<file path="src/core/abc_pkg.sv">
package abc_pkg;
  localparam logic [5:0] ABC_STD_MAJOR    = 6'h01; // register_immediate_major_opcode
  localparam logic [4:0] ABC_STD_SUBOP    = 5'h07;
  localparam logic [5:0] ABC_CMP_MAJOR    = 6'h08; // compressed_major_opcode_group
  localparam logic [3:0] ABC_CMP_SUBOP    = 4'hb;
  localparam int         ABC_OFS_W        = 12;
  localparam int         ABC_BIT_W        = 3;
  localparam int         ABC_REG_W        = 5;
  localparam logic [7:0] ABC_BYTE_ALL     = 8'hff;
  localparam logic [7:0] ABC_BYTE_ONE     = 8'h01;
  localparam int         ABC_BYTE_SHIFT   = 3;

  typedef enum logic [2:0]
  {
    ABC_EXC_NONE,
    ABC_EXC_RESERVED,
    ABC_EXC_TLB_REFILL,
    ABC_EXC_TLB_INVALID,
    ABC_EXC_TLB_MODIFIED,
    ABC_EXC_ADDR_ERROR,
    ABC_EXC_BREAKPOINT,
    ABC_EXC_BUS
  } abc_exc_t;
endpackage : abc_pkg

</file>
<file path="src/core/abc_unit.sv">
`timescale 1ns/1ps
`default_nettype none
// How it works
// - The standard encoding is recognised by major opcode 000001, sub-opcode 00111 and bit 15 clear.
// - The compressed encoding is recognised by major opcode 001000 and sub-opcode 1011 in bits 15:12.
// - The address is the base register plus the sign-extended 12-bit offset.
// - One byte is read, the chosen bit forced to zero, and the byte written back to the same address.
// - The interrupt enable is saved and cleared before the read and restored after the write completes.
// - When the disable input is high the instruction raises a reserved-instruction exception and no access.
// - Both accesses carry a lock flag that the interconnect is expected to honour.
// - Faults of either access, breakpoint, watch and protection included, end the sequence as exceptions.
// - Translation refill, invalid, modified and address errors are reported on the exception port.
// - Translation is requested as a data store and its address and attribute serve both accesses.
// - The byte lane comes from the low address bits with endian adjustment and the store uses the same lane.
// - An armed data-value breakpoint raises its exception before the read is issued.
module abc_unit
  import abc_pkg::*;
#(
  parameter bit USE_LOCK = 1'b1
)
(
  input  wire logic                 clock,
  input  wire logic                 resetn,
  input  wire logic                 clk_en,
  input  wire logic                 issue_valid,
  input  wire logic [31:0]          issue_instr,
  input  wire logic                 issue_compressed,
  input  wire logic                 instr_disable,
  output logic [ABC_REG_W-1:0]      gpr_sel,
  input  wire logic [31:0]          gpr_data,
  input  wire logic                 big_endian_flag,
  input  wire logic                 user_endian_swap_flag,
  input  wire logic                 dbrk_value_armed,
  output logic                      xlat_req,
  output logic [31:0]               xlat_vaddr,
  output logic                      xlat_store,
  input  wire logic                 xlat_done,
  input  wire logic [31:0]          xlat_paddr,
  input  wire logic [2:0]           xlat_cca,
  input  wire logic                 xlat_fault,
  input  wire abc_exc_t             xlat_exc,
  input  wire logic                 global_interrupt_enable_bit,
  output logic                      ie_write,
  output logic                      ie_value,
  output logic                      mem_req,
  output logic                      mem_we,
  output logic [31:0]               mem_addr,
  output logic [3:0]                mem_be,
  output logic [31:0]               mem_wdata,
  output logic [2:0]                mem_cca,
  output logic                      mem_lock,
  input  wire logic                 mem_ack,
  input  wire logic [31:0]          mem_rdata,
  input  wire logic                 mem_err,
  input  wire abc_exc_t             mem_exc,
  output logic                      busy,
  output logic                      done,
  output logic                      exc_valid,
  output abc_exc_t                  exc_code
);
  typedef enum logic [2:0] {ABC_IDLE, ABC_XLAT, ABC_READ, ABC_WRITE, ABC_FINISH} abc_state_t;

  abc_state_t            state_reg;
  logic                  dec_hit;
  logic [ABC_REG_W-1:0]  dec_base;
  logic [ABC_BIT_W-1:0]  dec_bit;
  logic [ABC_OFS_W-1:0]  dec_ofs;
  logic [ABC_BIT_W-1:0]  bit_reg;
  logic [1:0]            lane_reg;
  logic [7:0]            byte_reg;
  logic                  saved_interrupt_enable;
  logic                  start;
  logic                  dis_meta_reg, dis_sync_reg;

  // Lane index in bytes after endian adjustment
  function automatic logic [1:0] abc_lane(input logic [1:0] a, input logic be);
    abc_lane = a ^ {be, be};
  endfunction : abc_lane

  abc_decode u_decode
  (
    .instr      (issue_instr),
    .compressed (issue_compressed),
    .hit        (dec_hit),
    .base_sel   (dec_base),
    .bit_num    (dec_bit),
    .offset     (dec_ofs)
  );

  assign gpr_sel = dec_base;
  assign start   = clk_en && issue_valid && dec_hit && (state_reg == ABC_IDLE);
  assign busy    = (state_reg != ABC_IDLE);

  // Main sequence
  always_ff @(posedge clock)
  begin
    if (!resetn)
    begin
      state_reg  <= ABC_IDLE;
      xlat_req   <= 1'b0;
      xlat_vaddr <= '0;
      xlat_store <= 1'b0;
      mem_req    <= 1'b0;
      mem_we     <= 1'b0;
      mem_addr   <= '0;
      mem_be     <= '0;
      mem_wdata  <= '0;
      mem_cca    <= '0;
      mem_lock   <= 1'b0;
      bit_reg    <= '0;
      lane_reg   <= '0;
      byte_reg   <= '0;
      done       <= 1'b0;
      exc_valid  <= 1'b0;
      exc_code   <= ABC_EXC_NONE;
    end
    else if (clk_en)
    begin
      done      <= 1'b0;
      exc_valid <= 1'b0;
      case (state_reg)
        ABC_IDLE:
        begin
          if (start)
          begin
            if (dis_sync_reg)
            begin
              exc_valid <= 1'b1;
              exc_code  <= ABC_EXC_RESERVED;
            end
            else
            begin
              xlat_vaddr <= gpr_data + {{(32-ABC_OFS_W){dec_ofs[ABC_OFS_W-1]}}, dec_ofs};
              xlat_store <= 1'b1;
              xlat_req   <= 1'b1;
              bit_reg    <= dec_bit;
              state_reg  <= ABC_XLAT;
            end
          end
        end
        ABC_XLAT:
        begin
          if (xlat_done)
          begin
            xlat_req <= 1'b0;
            if (xlat_fault)
            begin
              exc_valid <= 1'b1;
              exc_code  <= xlat_exc;
              state_reg <= ABC_FINISH;
            end
            else if (dbrk_value_armed)
            begin
              exc_valid <= 1'b1;
              exc_code  <= ABC_EXC_BREAKPOINT;
              state_reg <= ABC_FINISH;
            end
            else
            begin
              // Physical address low bits adjusted by the user swap flag
              mem_addr  <= {xlat_paddr[31:2], abc_lane(xlat_paddr[1:0], user_endian_swap_flag)};
              mem_cca   <= xlat_cca;
              lane_reg  <= abc_lane(xlat_vaddr[1:0], big_endian_flag);
              mem_be    <= 4'h1 << abc_lane(xlat_vaddr[1:0], big_endian_flag);
              mem_we    <= 1'b0;
              mem_req   <= 1'b1;
              mem_lock  <= USE_LOCK;
              state_reg <= ABC_READ;
            end
          end
        end
        ABC_READ:
        begin
          if (mem_ack)
          begin
            if (mem_err)
            begin
              mem_req   <= 1'b0;
              mem_lock  <= 1'b0;
              exc_valid <= 1'b1;
              exc_code  <= mem_exc;
              state_reg <= ABC_FINISH;
            end
            else
            begin
              // Clear the chosen bit and place it back in the same lane
              byte_reg  <= mem_rdata[{lane_reg, ABC_BYTE_SHIFT'(0)} +: 8] & (ABC_BYTE_ALL ^ (ABC_BYTE_ONE << bit_reg));
              mem_wdata <= {24'h000000, (mem_rdata[{lane_reg, 3'h0} +: 8] &
                           (ABC_BYTE_ALL ^ (ABC_BYTE_ONE << bit_reg)))} << {lane_reg, 3'h0};
              mem_we    <= 1'b1;
              state_reg <= ABC_WRITE;
            end
          end
        end
        ABC_WRITE:
        begin
          if (mem_ack)
          begin
            mem_req   <= 1'b0;
            mem_we    <= 1'b0;
            mem_lock  <= 1'b0;
            if (mem_err)
            begin
              exc_valid <= 1'b1;
              exc_code  <= mem_exc;
            end
            else
            begin
              done <= 1'b1;
            end
            state_reg <= ABC_FINISH;
          end
        end
        ABC_FINISH:
        begin
          state_reg <= ABC_IDLE;
        end
        default:
        begin
          state_reg <= ABC_IDLE;
        end
      endcase
    end
  end

  // Disable pin synchroniser, then interrupt enable save, hold off and restore
  always_ff @(posedge clock)
  begin
    if (!resetn)
    begin
      saved_interrupt_enable <= 1'b0;
      ie_write               <= 1'b0;
      ie_value               <= 1'b0;
      dis_meta_reg           <= 1'b0;
      dis_sync_reg           <= 1'b0;
    end
    else if (clk_en)
    begin
      dis_meta_reg <= instr_disable; // Pin from outside the core clock
      dis_sync_reg <= dis_meta_reg;
      ie_write <= 1'b0;
      if (start && !dis_sync_reg)
      begin
        saved_interrupt_enable <= global_interrupt_enable_bit;
        ie_write               <= 1'b1;
        ie_value               <= 1'b0;
      end
      else if (state_reg == ABC_FINISH)
      begin
        ie_write <= 1'b1;
        ie_value <= saved_interrupt_enable;
      end
    end
  end

  // Write only ever follows a good read
  a_no_write_after_fault: assert property (@(posedge clock) disable iff (!resetn)
    (clk_en && state_reg == ABC_READ && mem_ack && mem_err) |=> !mem_req)
    else $error("write issued after faulted read");

  a_disable_raises_ri: assert property (@(posedge clock) disable iff (!resetn)
    (start && dis_sync_reg) |=> (exc_valid && exc_code == ABC_EXC_RESERVED && state_reg == ABC_IDLE))
    else $error("disabled instruction not trapped");

  a_ie_cleared_first: assert property (@(posedge clock) disable iff (!resetn)
    (start && !dis_sync_reg) |=> (ie_write && !ie_value))
    else $error("interrupt enable not cleared");

  a_ie_restored: assert property (@(posedge clock) disable iff (!resetn)
    (clk_en && state_reg == ABC_FINISH) |=> (ie_write && ie_value == $past(saved_interrupt_enable)))
    else $error("interrupt enable not restored");

  a_store_xlat: assert property (@(posedge clock) disable iff (!resetn)
    xlat_req |-> xlat_store)
    else $error("translation not a store");

  a_break_before_read: assert property (@(posedge clock) disable iff (!resetn)
    (clk_en && state_reg == ABC_XLAT && xlat_done && !xlat_fault && dbrk_value_armed)
      |=> (!mem_req && exc_valid && exc_code == ABC_EXC_BREAKPOINT))
    else $error("breakpoint not before read");

  a_single_lane: assert property (@(posedge clock) disable iff (!resetn)
    mem_req |-> $onehot(mem_be))
    else $error("byte enable not one lane");

  a_write_clears_bit: assert property (@(posedge clock) disable iff (!resetn)
    (mem_req && mem_we) |-> !byte_reg[bit_reg])
    else $error("selected bit not cleared");

  a_lock_held: assert property (@(posedge clock) disable iff (!resetn)
    (mem_req && USE_LOCK) |-> mem_lock)
    else $error("lock dropped mid sequence");

  a_xlat_fault_exc: assert property (@(posedge clock) disable iff (!resetn)
    (clk_en && state_reg == ABC_XLAT && xlat_done && xlat_fault) |=> (exc_valid && !mem_req))
    else $error("translation fault lost");
endmodule : abc_unit
`default_nettype wire

</file>
<file path="src/core/abc_decode.sv">
`timescale 1ns/1ps
`default_nettype none
module abc_decode
  import abc_pkg::*;
(
  input  wire logic [31:0]          instr,
  input  wire logic                 compressed,
  output logic                      hit,
  output logic [ABC_REG_W-1:0]      base_sel,
  output logic [ABC_BIT_W-1:0]      bit_num,
  output logic [ABC_OFS_W-1:0]      offset
);
  // Field extraction for both encodings
  always_comb
  begin
    if (compressed)
    begin
      hit      = (instr[31:26] == ABC_CMP_MAJOR) && (instr[15:12] == ABC_CMP_SUBOP);
      bit_num  = instr[23:21];
      base_sel = instr[20:16];
    end
    else
    begin
      hit      = (instr[31:26] == ABC_STD_MAJOR) && (instr[20:16] == ABC_STD_SUBOP) && !instr[15];
      bit_num  = instr[14:12];
      base_sel = instr[25:21];
    end
    offset = instr[11:0];
  end
endmodule : abc_decode
`default_nettype wire

</file>
<file path="config.mk">
export PLATFORM = sky130hd
export DESIGN_NAME = abc_unit
export DESIGN_NICKNAME = d
export VERILOG_FILES = /design/src/core/abc_pkg.sv /design/src/core/abc_unit.sv /design/src/core/abc_decode.sv
export SDC_FILE = /design/constraint.sdc
export NUM_CORES = 1
export LEC_CHECK = 0
export BUFFER_PORTS_ARGS = -buffer_cell sky130_fd_sc_hd__buf_2
export CAP_MARGIN = 20
export CORE_AREA = 4 4 113 169
export CTS_CLUSTER_SIZE = 12
export DETAILED_ROUTE_END_ITERATION = 16
export DIE_AREA = 0 0 117 173
export PLACE_DENSITY = 0.71
export SKIP_CTS_REPAIR_TIMING = 1
export SLEW_MARGIN = 20
export SYNTH_ARGS = -nofsm -noshare
export SYNTH_HDL_FRONTEND = slang
export SYNTH_HIERARCHICAL = 1
export SYNTH_SLANG_ARGS = --single-unit
</file>
<file path="constraint.sdc">
create_clock -name clock -period 2.6 [get_ports clock]
set_clock_uncertainty 0.2 [all_clocks]
set_input_delay 0.13 -clock clock [delete_from_list [all_inputs] [get_ports clock]]
set_output_delay 0.13 -clock clock [all_outputs]
set_load 0.03 [all_outputs]
</file>
==> summary.txt, run 1 <==
Timing
  – Max Transition Viols Final: 0
  – Worst-margin pin slew: about 0.73 ns
  – Setup TNS: 0 ns
  – Final Setup Violations: 0
  – Slew margin rel.: 0.507
  – Hold Vio Cnt, Final: 5
  – Fin Hold WS: -0.0569 ns
  – Fmax: between 0.4 and 0.5 GHz
  – RSZ-0062 raised after global routing: no
  – Final min period: around 2.3 ns
  – Final critical-path share of the clock period: 0.881

Critical path
  – Flop-to-flop setup slack: 0.35 ns
  – Crit path launch type: primary input
  – Critical path's top delay family: compound AO/OA/AOI/OAI gates
  – Worst-path cell chain: buf_2 -> ha_1 -> fa_1 -> a21oi_1 -> o21a_1 -> o21a_4 -> a21oi_1 -> or4_1 -> a32o_1
  – WP data required: around 2.7 ns
  – FF-to-FF End: mem_addr[0]
  – Most used cell, CP: a21oi_1
  – Crit path buffers/inverters: 1
  – Crit end category: register
  – RR Startpoint: state_reg[0]
  – CP Max Fanout: 4
  – R2R depth: 7
  – Worst Path Arrival: between 2 and 2.5 ns
  – Critical path class: in2reg
  – Worst path max stage delay: just over 0.5 ns
  – Critical-path top delay cell: or4_1

Logic synthesis
  – Post-Syn Instances: just under 900
  – Largest cells by area after synthesis: dfxtp_1, nand2_1, a21oi_1, ha_1, nor2_1
  – Seq/Total Area, Yosys: 0.352
  – Syn_area_per_cell: 8.06 um2
  – Top-count cell post-synth: nand2_1
  – Top post-synthesis cells by count: nand2_1, dfxtp_1, a21oi_1
  – Synth Flop Type: dfxtp_1
  – Asr flop ratio synth: 0
  – Yosys warns: 6
  – Register bit total from synthesis: 125
  – Top-area cell type share of the netlist area: 0.352
  – Count of cell types in the netlist: 77
  – Mapped Area: approximately 0.007 mm2
  – Area leader, netlist: dfxtp_1
  – Post-synth net total: approximately 1100
  – EDFF count, synth: 0

Floorplan
  – Core area: 0.0177 mm2
  – Initial core utilization: 0.401
  – Chip Height: around 170 um
  – Die ar.: a little over 0.02 mm2
  – Die X: about 120 um
  – Top-level I/O count: between 200 and 300
  – Site Rows: 60

GRT
  – First-pass GRT wire length: 38.9 mm
  – Largest net degree at the start of global routing: 56
  – Initial antenna violation count: 1
  – Grt ovf: 0
  – Number of global-route vias before repair: around 7700
  – Gr usage total: 0.246

Cells and area
  – Final core occ: 0.580
  – Nets: 1431
  – Area delta synth->final: 44.7%
  – Share of layout cells above drive strength 1: 0.351
  – Top flop regs: mem_addr x32, mem_wdata x32, xlat_vaddr x32

Flow run
  – Max cap viols: 0

CTS
  – Clock slew at reported path FFs: 0.06 ns
  – Clock root cell: clkbuf_16
  – Clock Path Buffers: 2
  – H-tree levels: 4
  – Skew-Pair Late Insertion Delay: slightly above 0.4 ns
  – CTS tree: yes
  – Cts bufs inserted: 17
  – Clk sinks: around 130

Drt
  – DRT Pass-1 Iters: 5
  – Post-DRT Antenna Nets: 0
  – DRT Wirelength: 26.9 mm
  – # DRC: 0
  – Vias/cell: ~5.5
  – Initial DRC count: around 650
  – DR vias: 8109
  – Avg WL per Cell: roughly 18 um

Worst hold path
  – Min-delay src: mem_exc[1]
  – Worst Hold Class: in2reg
  – End of the worst hold path: exc_code[1]
  – WHS Path Cells: 4

Run status
  – Status: finished with violations
  – Failing checks: negative hold slack

Power and ir drop
  – Cell area power density: between 500 and 600 mW/mm2
  – Sequential Power Share: 0.342
  – Comb power frac: 0.186
  – Total leakage power: 4.54 nW
  – Cell internal pwr: 4.14 mW
  – Sw frac: 0.268
  – Clock Power Share: 0.472
  – Worst VDD drop: just under 0.0003 V
  – NetSw: ~1.5 mW

Placed design
  – PortBufs: 271
  – RePlAce Congestion: around 0.95
  – Post-DP HPWL: 20.5 mm
## layer usage
metal	up-vias	track usage	wire (um)
li1	3937	-	-
met1	3741	0.237	9290
met2	351	0.471	14400
met3	80	0.0515	1760
met4	0	0.122	1450
met5	-	0	0
## cell families after synthesis
kind of cell | Yosys count | synth area share
buffers and inverters | 77 | 0.0520
XOR/XNOR | 14 | 0.0173
multiplexers | 22 | 0.0469
AO/OA/AOI/OAI | 257 | 0.238
adder cells (fa/ha/maj) | 32 | 0.0575
AND/OR/NAND/NOR | 354 | 0.236
flip-flops | 125 | 0.352
## worst max-delay path by stage
stage / slack, ns / depth (start not counted) / from / end
after detailed placement: -0.11 / 9 / gpr_data[0] / xlat_vaddr[28]
after CTS: 0.31 / 9 / gpr_data[0] / xlat_vaddr[28]
final: 0.31 / 9 / gpr_data[0] / xlat_vaddr[28]
after global placement: -0.09 / 9 / gpr_data[0] / xlat_vaddr[28]
after global routing: 0.14 / 7 / state_reg[0] / mem_be[0]
after floorplan: 0.12 / 9 / issue_instr[0] / xlat_vaddr[28]
## cells in the final DEF, fill, tap and decap left out, types with 19 or more instances in the layout
| cell | synthesis | routed |
|---|---|---|
| nand4_1 | 19 | 19 |
| ha_1 | 31 | 31 |
| dlygate4sd3_1 | 0 | 48 |
| nor2_1 | 78 | 78 |
| buf_2 | 16 | 271 |
| o21ai_0 | 40 | 40 |
| buf_4 | 14 | 93 |
| nand2_1 | 150 | 150 |
| nand3_1 | 21 | 21 |
| a21oi_1 | 97 | 97 |
| nor3_1 | 21 | 20 |
| a22oi_1 | 33 | 33 |
| dfxtp_1 | 125 | 125 |
## power by group through the flow
stage	logic (mW)	clock network, mW	registers (mW)
2_1_floorplan	0.539	0	1.98
3_3_place_gp	0.966	0	1.97
3_5_place_dp	0.973	0	1.97
4_1_cts	0.979	2.70	1.93
5_1_grt	1.14	2.80	1.93
6_report	1.05	2.67	1.93
## final cells by class
cell class / instances / area (um2)
multi-input cells: 679 / 4230
clock inverters: 14 / 231
repair buffers: 413 / 2550
fillers: 1583 / 7450
clock buffers: 18 / 429
flip-flops and latches: 125 / 2500
inverters: 12 / 46.3
well taps: 217 / 272
diodes: 1 / 2.50
## worst reg2reg max path, delay by kind of cell, from the launching register on
family	cells	cell delay (ns)
buf+inv	2	0.46
flops	1	0.40
compound gates	1	0.24
simple gates	4	0.85
## through the flow
stage | std cells | instance area (um2) | hold WS [ns] | power (mW) | setup WS, ns
3_5_place_dp | 1398 | 9130 | 0.176 | 2.95 | -0.113
6_report | 1479 | 10300 | -0.0569 | 5.65 | 0.309
2_1_floorplan | 881 | 7100 | 0.0660 | 2.52 | 0.118
3_3_place_gp | 1398 | 9130 | 0.169 | 2.94 | -0.0905
4_1_cts | 1430 | 9790 | -0.263 | 5.62 | 0.314
5_1_grt | 1479 | 10300 | 0.00409 | 5.88 | 0.140
Power figures use the tool's default switching activity.
==> run 2, diff against run 1 <==
Settings changed: CORE_AREA 4 4 113 169 to 4 4 108 161, DIE_AREA 0 0 117 173 to 0 0 112 165, PLACE_DENSITY 0.71 to 0.77.
==> summary.txt, run 2 (synthesis gave the netlist of run 1 again) <==
Run status
  – Status: finished with violations
  – Failing checks: negative hold slack

Drt
  – DRT Wirelength: 26.8 mm (-0.27%)
  – Avg WL per Cell: 18.5 um (+1.9%)
  – # DRC: 0 (unchanged)
  – Initial DRC count: 650 (+0.31%)
  – DR vias: 8271 (+2.0%)
  – Post-DRT Antenna Nets: 0 (unchanged)
  – DRT Pass-1 Iters: 6 (+1)
  – Vias/cell: 5.71 (+4.2%)

Cells and area
  – Top flop regs: mem_addr x32, mem_wdata x32, xlat_vaddr x32
  – Fillers: 1365 (-14%)
  – Area delta synth->final: 42.4%
  – Register Area: 0.00250 mm2 (unchanged)
  – Share of layout cells above drive strength 1: 0.338 (-0.0121)
  – Most frequent cells in the layout: buf_2, nand2_1, dfxtp_1
  – Multi-input combinational cell area: 0.00423 mm2 (unchanged)
  – Nets: 1411 (-1.4%)
  – Most common cell after layout, fill and taps aside: buf_2

GRT
  – Initial antenna violation count: 0 (-1)
  – Largest net degree at the start of global routing: 48 (-14%)
  – Gr usage total: 0.267 (+0.0215)
  – Grt ovf: 0 (unchanged)
  – Number of global-route vias before repair: 7735 (+0.87%)
  – First-pass GRT wire length: 39.4 mm (+1.3%)

Timing
  – Fin Hold WS: -0.0515 ns (+0.00546 ns)
  – Setup TNS: 0 ns (unchanged)
  – Slew margin rel.: 0.623 (+0.116)
  – Worst-margin pin slew: 0.562 ns (-0.171 ns)
  – Final critical-path share of the clock period: 0.923 (+0.0424)
  – RSZ-0062 raised after global routing: no
  – Final Setup Violations: 0 (unchanged)
  – Setup ws final: 0.199 ns (-0.110 ns)
  – Fmax: 0.417 GHz (-4.6%)
  – Hold Vio Cnt, Final: 2 (-3)
  – Final min period: 2.40 ns (+0.110 ns)
  – Max Transition Viols Final: 0 (unchanged)

Floorplan
  – Chip Height: 165 um (-4.6%)
  – Core area: 0.0160 mm2 (-9.4%)
  – Die X: 112 um (-4.3%)
  – Top-level I/O count: 272 (unchanged)
  – Die ar.: 0.0185 mm2 (-8.7%)
  – Initial core utilization: 0.442 (+0.0417)
  – Site Rows: 57 (-5.0%)

Critical path
  – Worst-path cell chain: buf_2 -> ha_1 -> fa_1 -> a21oi_1 -> o21a_1 -> o21a_4 -> a21oi_1 -> or4_1 -> a32o_1
  – CP Max Fanout: 4 (unchanged)
  – WP data required: 2.70 ns (about the same)
  – Worst path max stage delay: 0.50 ns (about the same)
  – Crit end category: register
  – Critical path class: in2reg
  – Most used cell, CP: a21oi_1
  – Worst Path Arrival: 2.50 ns (+0.11 ns)
  – Critical-path top delay cell: or4_1
  – Crit path launch type: primary input

Flow run
  – Max cap viols: 0 (unchanged)

Power and ir drop
  – Cell area power density: 560 mW/mm2 (+1.6%)
  – Total leakage power: 4.44 nW (-2.3%)
  – Worst VDD drop: 0.000471 V (+61%)

CTS
  – Clock root cell: clkbuf_16
  – Clk sinks: 125 (unchanged)
  – Clock slew at reported path FFs: 0.06 ns (about the same)
  – Clock Path Buffers: 2 (unchanged)
  – Skew-Pair Late Insertion Delay: 0.40 ns (about the same)
  – Cts bufs inserted: 17 (unchanged)
  – CTS tree: yes
  – H-tree levels: 4 (unchanged)

Placed design
  – Place WS: -0.214 ns (-0.101 ns)
  – PortBufs: 271 (unchanged)
  – Post-DP HPWL: 20.1 mm (-1.6%)
  – RePlAce Congestion: 1.02 (+6.5%)

Worst hold path
  – Worst Hold Class: in2reg
-- run 2: path summary, 6_finish.rpt --
check                                      from              to  slack [ns]  cells after the start
worst max-delay path                gpr_data[0]  xlat_vaddr[28]        0.20                      9
worst max register to register     state_reg[1]    mem_wdata[7]        0.33                      6
worst min register to register    xlat_vaddr[3]   xlat_vaddr[3]        0.25                      2
worst min-delay path            issue_instr[14]      bit_reg[2]       -0.05                      4
-- run 2: critical path, delay by kind of cell --
kind	cells	cell delay [ns]
AO/OA/AOI/OAI	5	1.13
adder cells (fa/ha/maj)	2	0.63
AND/OR/NAND/NOR	1	0.50
buffers and inverters	1	0.10
-- run 2: routing by layer --
metal | vias to the layer above | routed length, um | track usage
li1 | 3892 | - | -
met1 | 3824 | 9470 | 0.276
met2 | 457 | 14100 | 0.507
met3 | 98 | 1990 | 0.0521
met4 | 0 | 1310 | 0.137
met5 | - | 0 | 0
-- run 2: layout make-up --
type,instances,share of cell area
multi-input cells,679,0.419
flip-flops and latches,125,0.248
repair buffers,393,0.238
clock buffers,18,0.0425
well taps,206,0.0255
clock inverters,14,0.0226
inverters,12,0.00458
diodes,1,0.000248
-- run 2: power by group --
part | total [mW] | internal (mW) | switching (mW)
logic | 1.02 | 0.459 | 0.562
registers | 1.94 | 1.92 | 0.0138
clock network | 2.70 | 1.73 | 0.969
-- run 2: through the flow --
step | utilization | power, mW | cells | hold slack, ns | cell area [um2]
3_3_place_gp | 0.558 | 2.91 | 1365 | 0.171 | 8950
6_report | 0.630 | 5.66 | 1448 | -0.0515 | 10100
3_5_place_dp | 0.558 | 2.92 | 1365 | 0.176 | 8950
5_1_grt | 0.630 | 5.87 | 1447 | 0.00176 | 10100
4_1_cts | 0.599 | 5.60 | 1397 | -0.265 | 9610
2_1_floorplan | - | 2.52 | 881 | 0.0660 | 7100
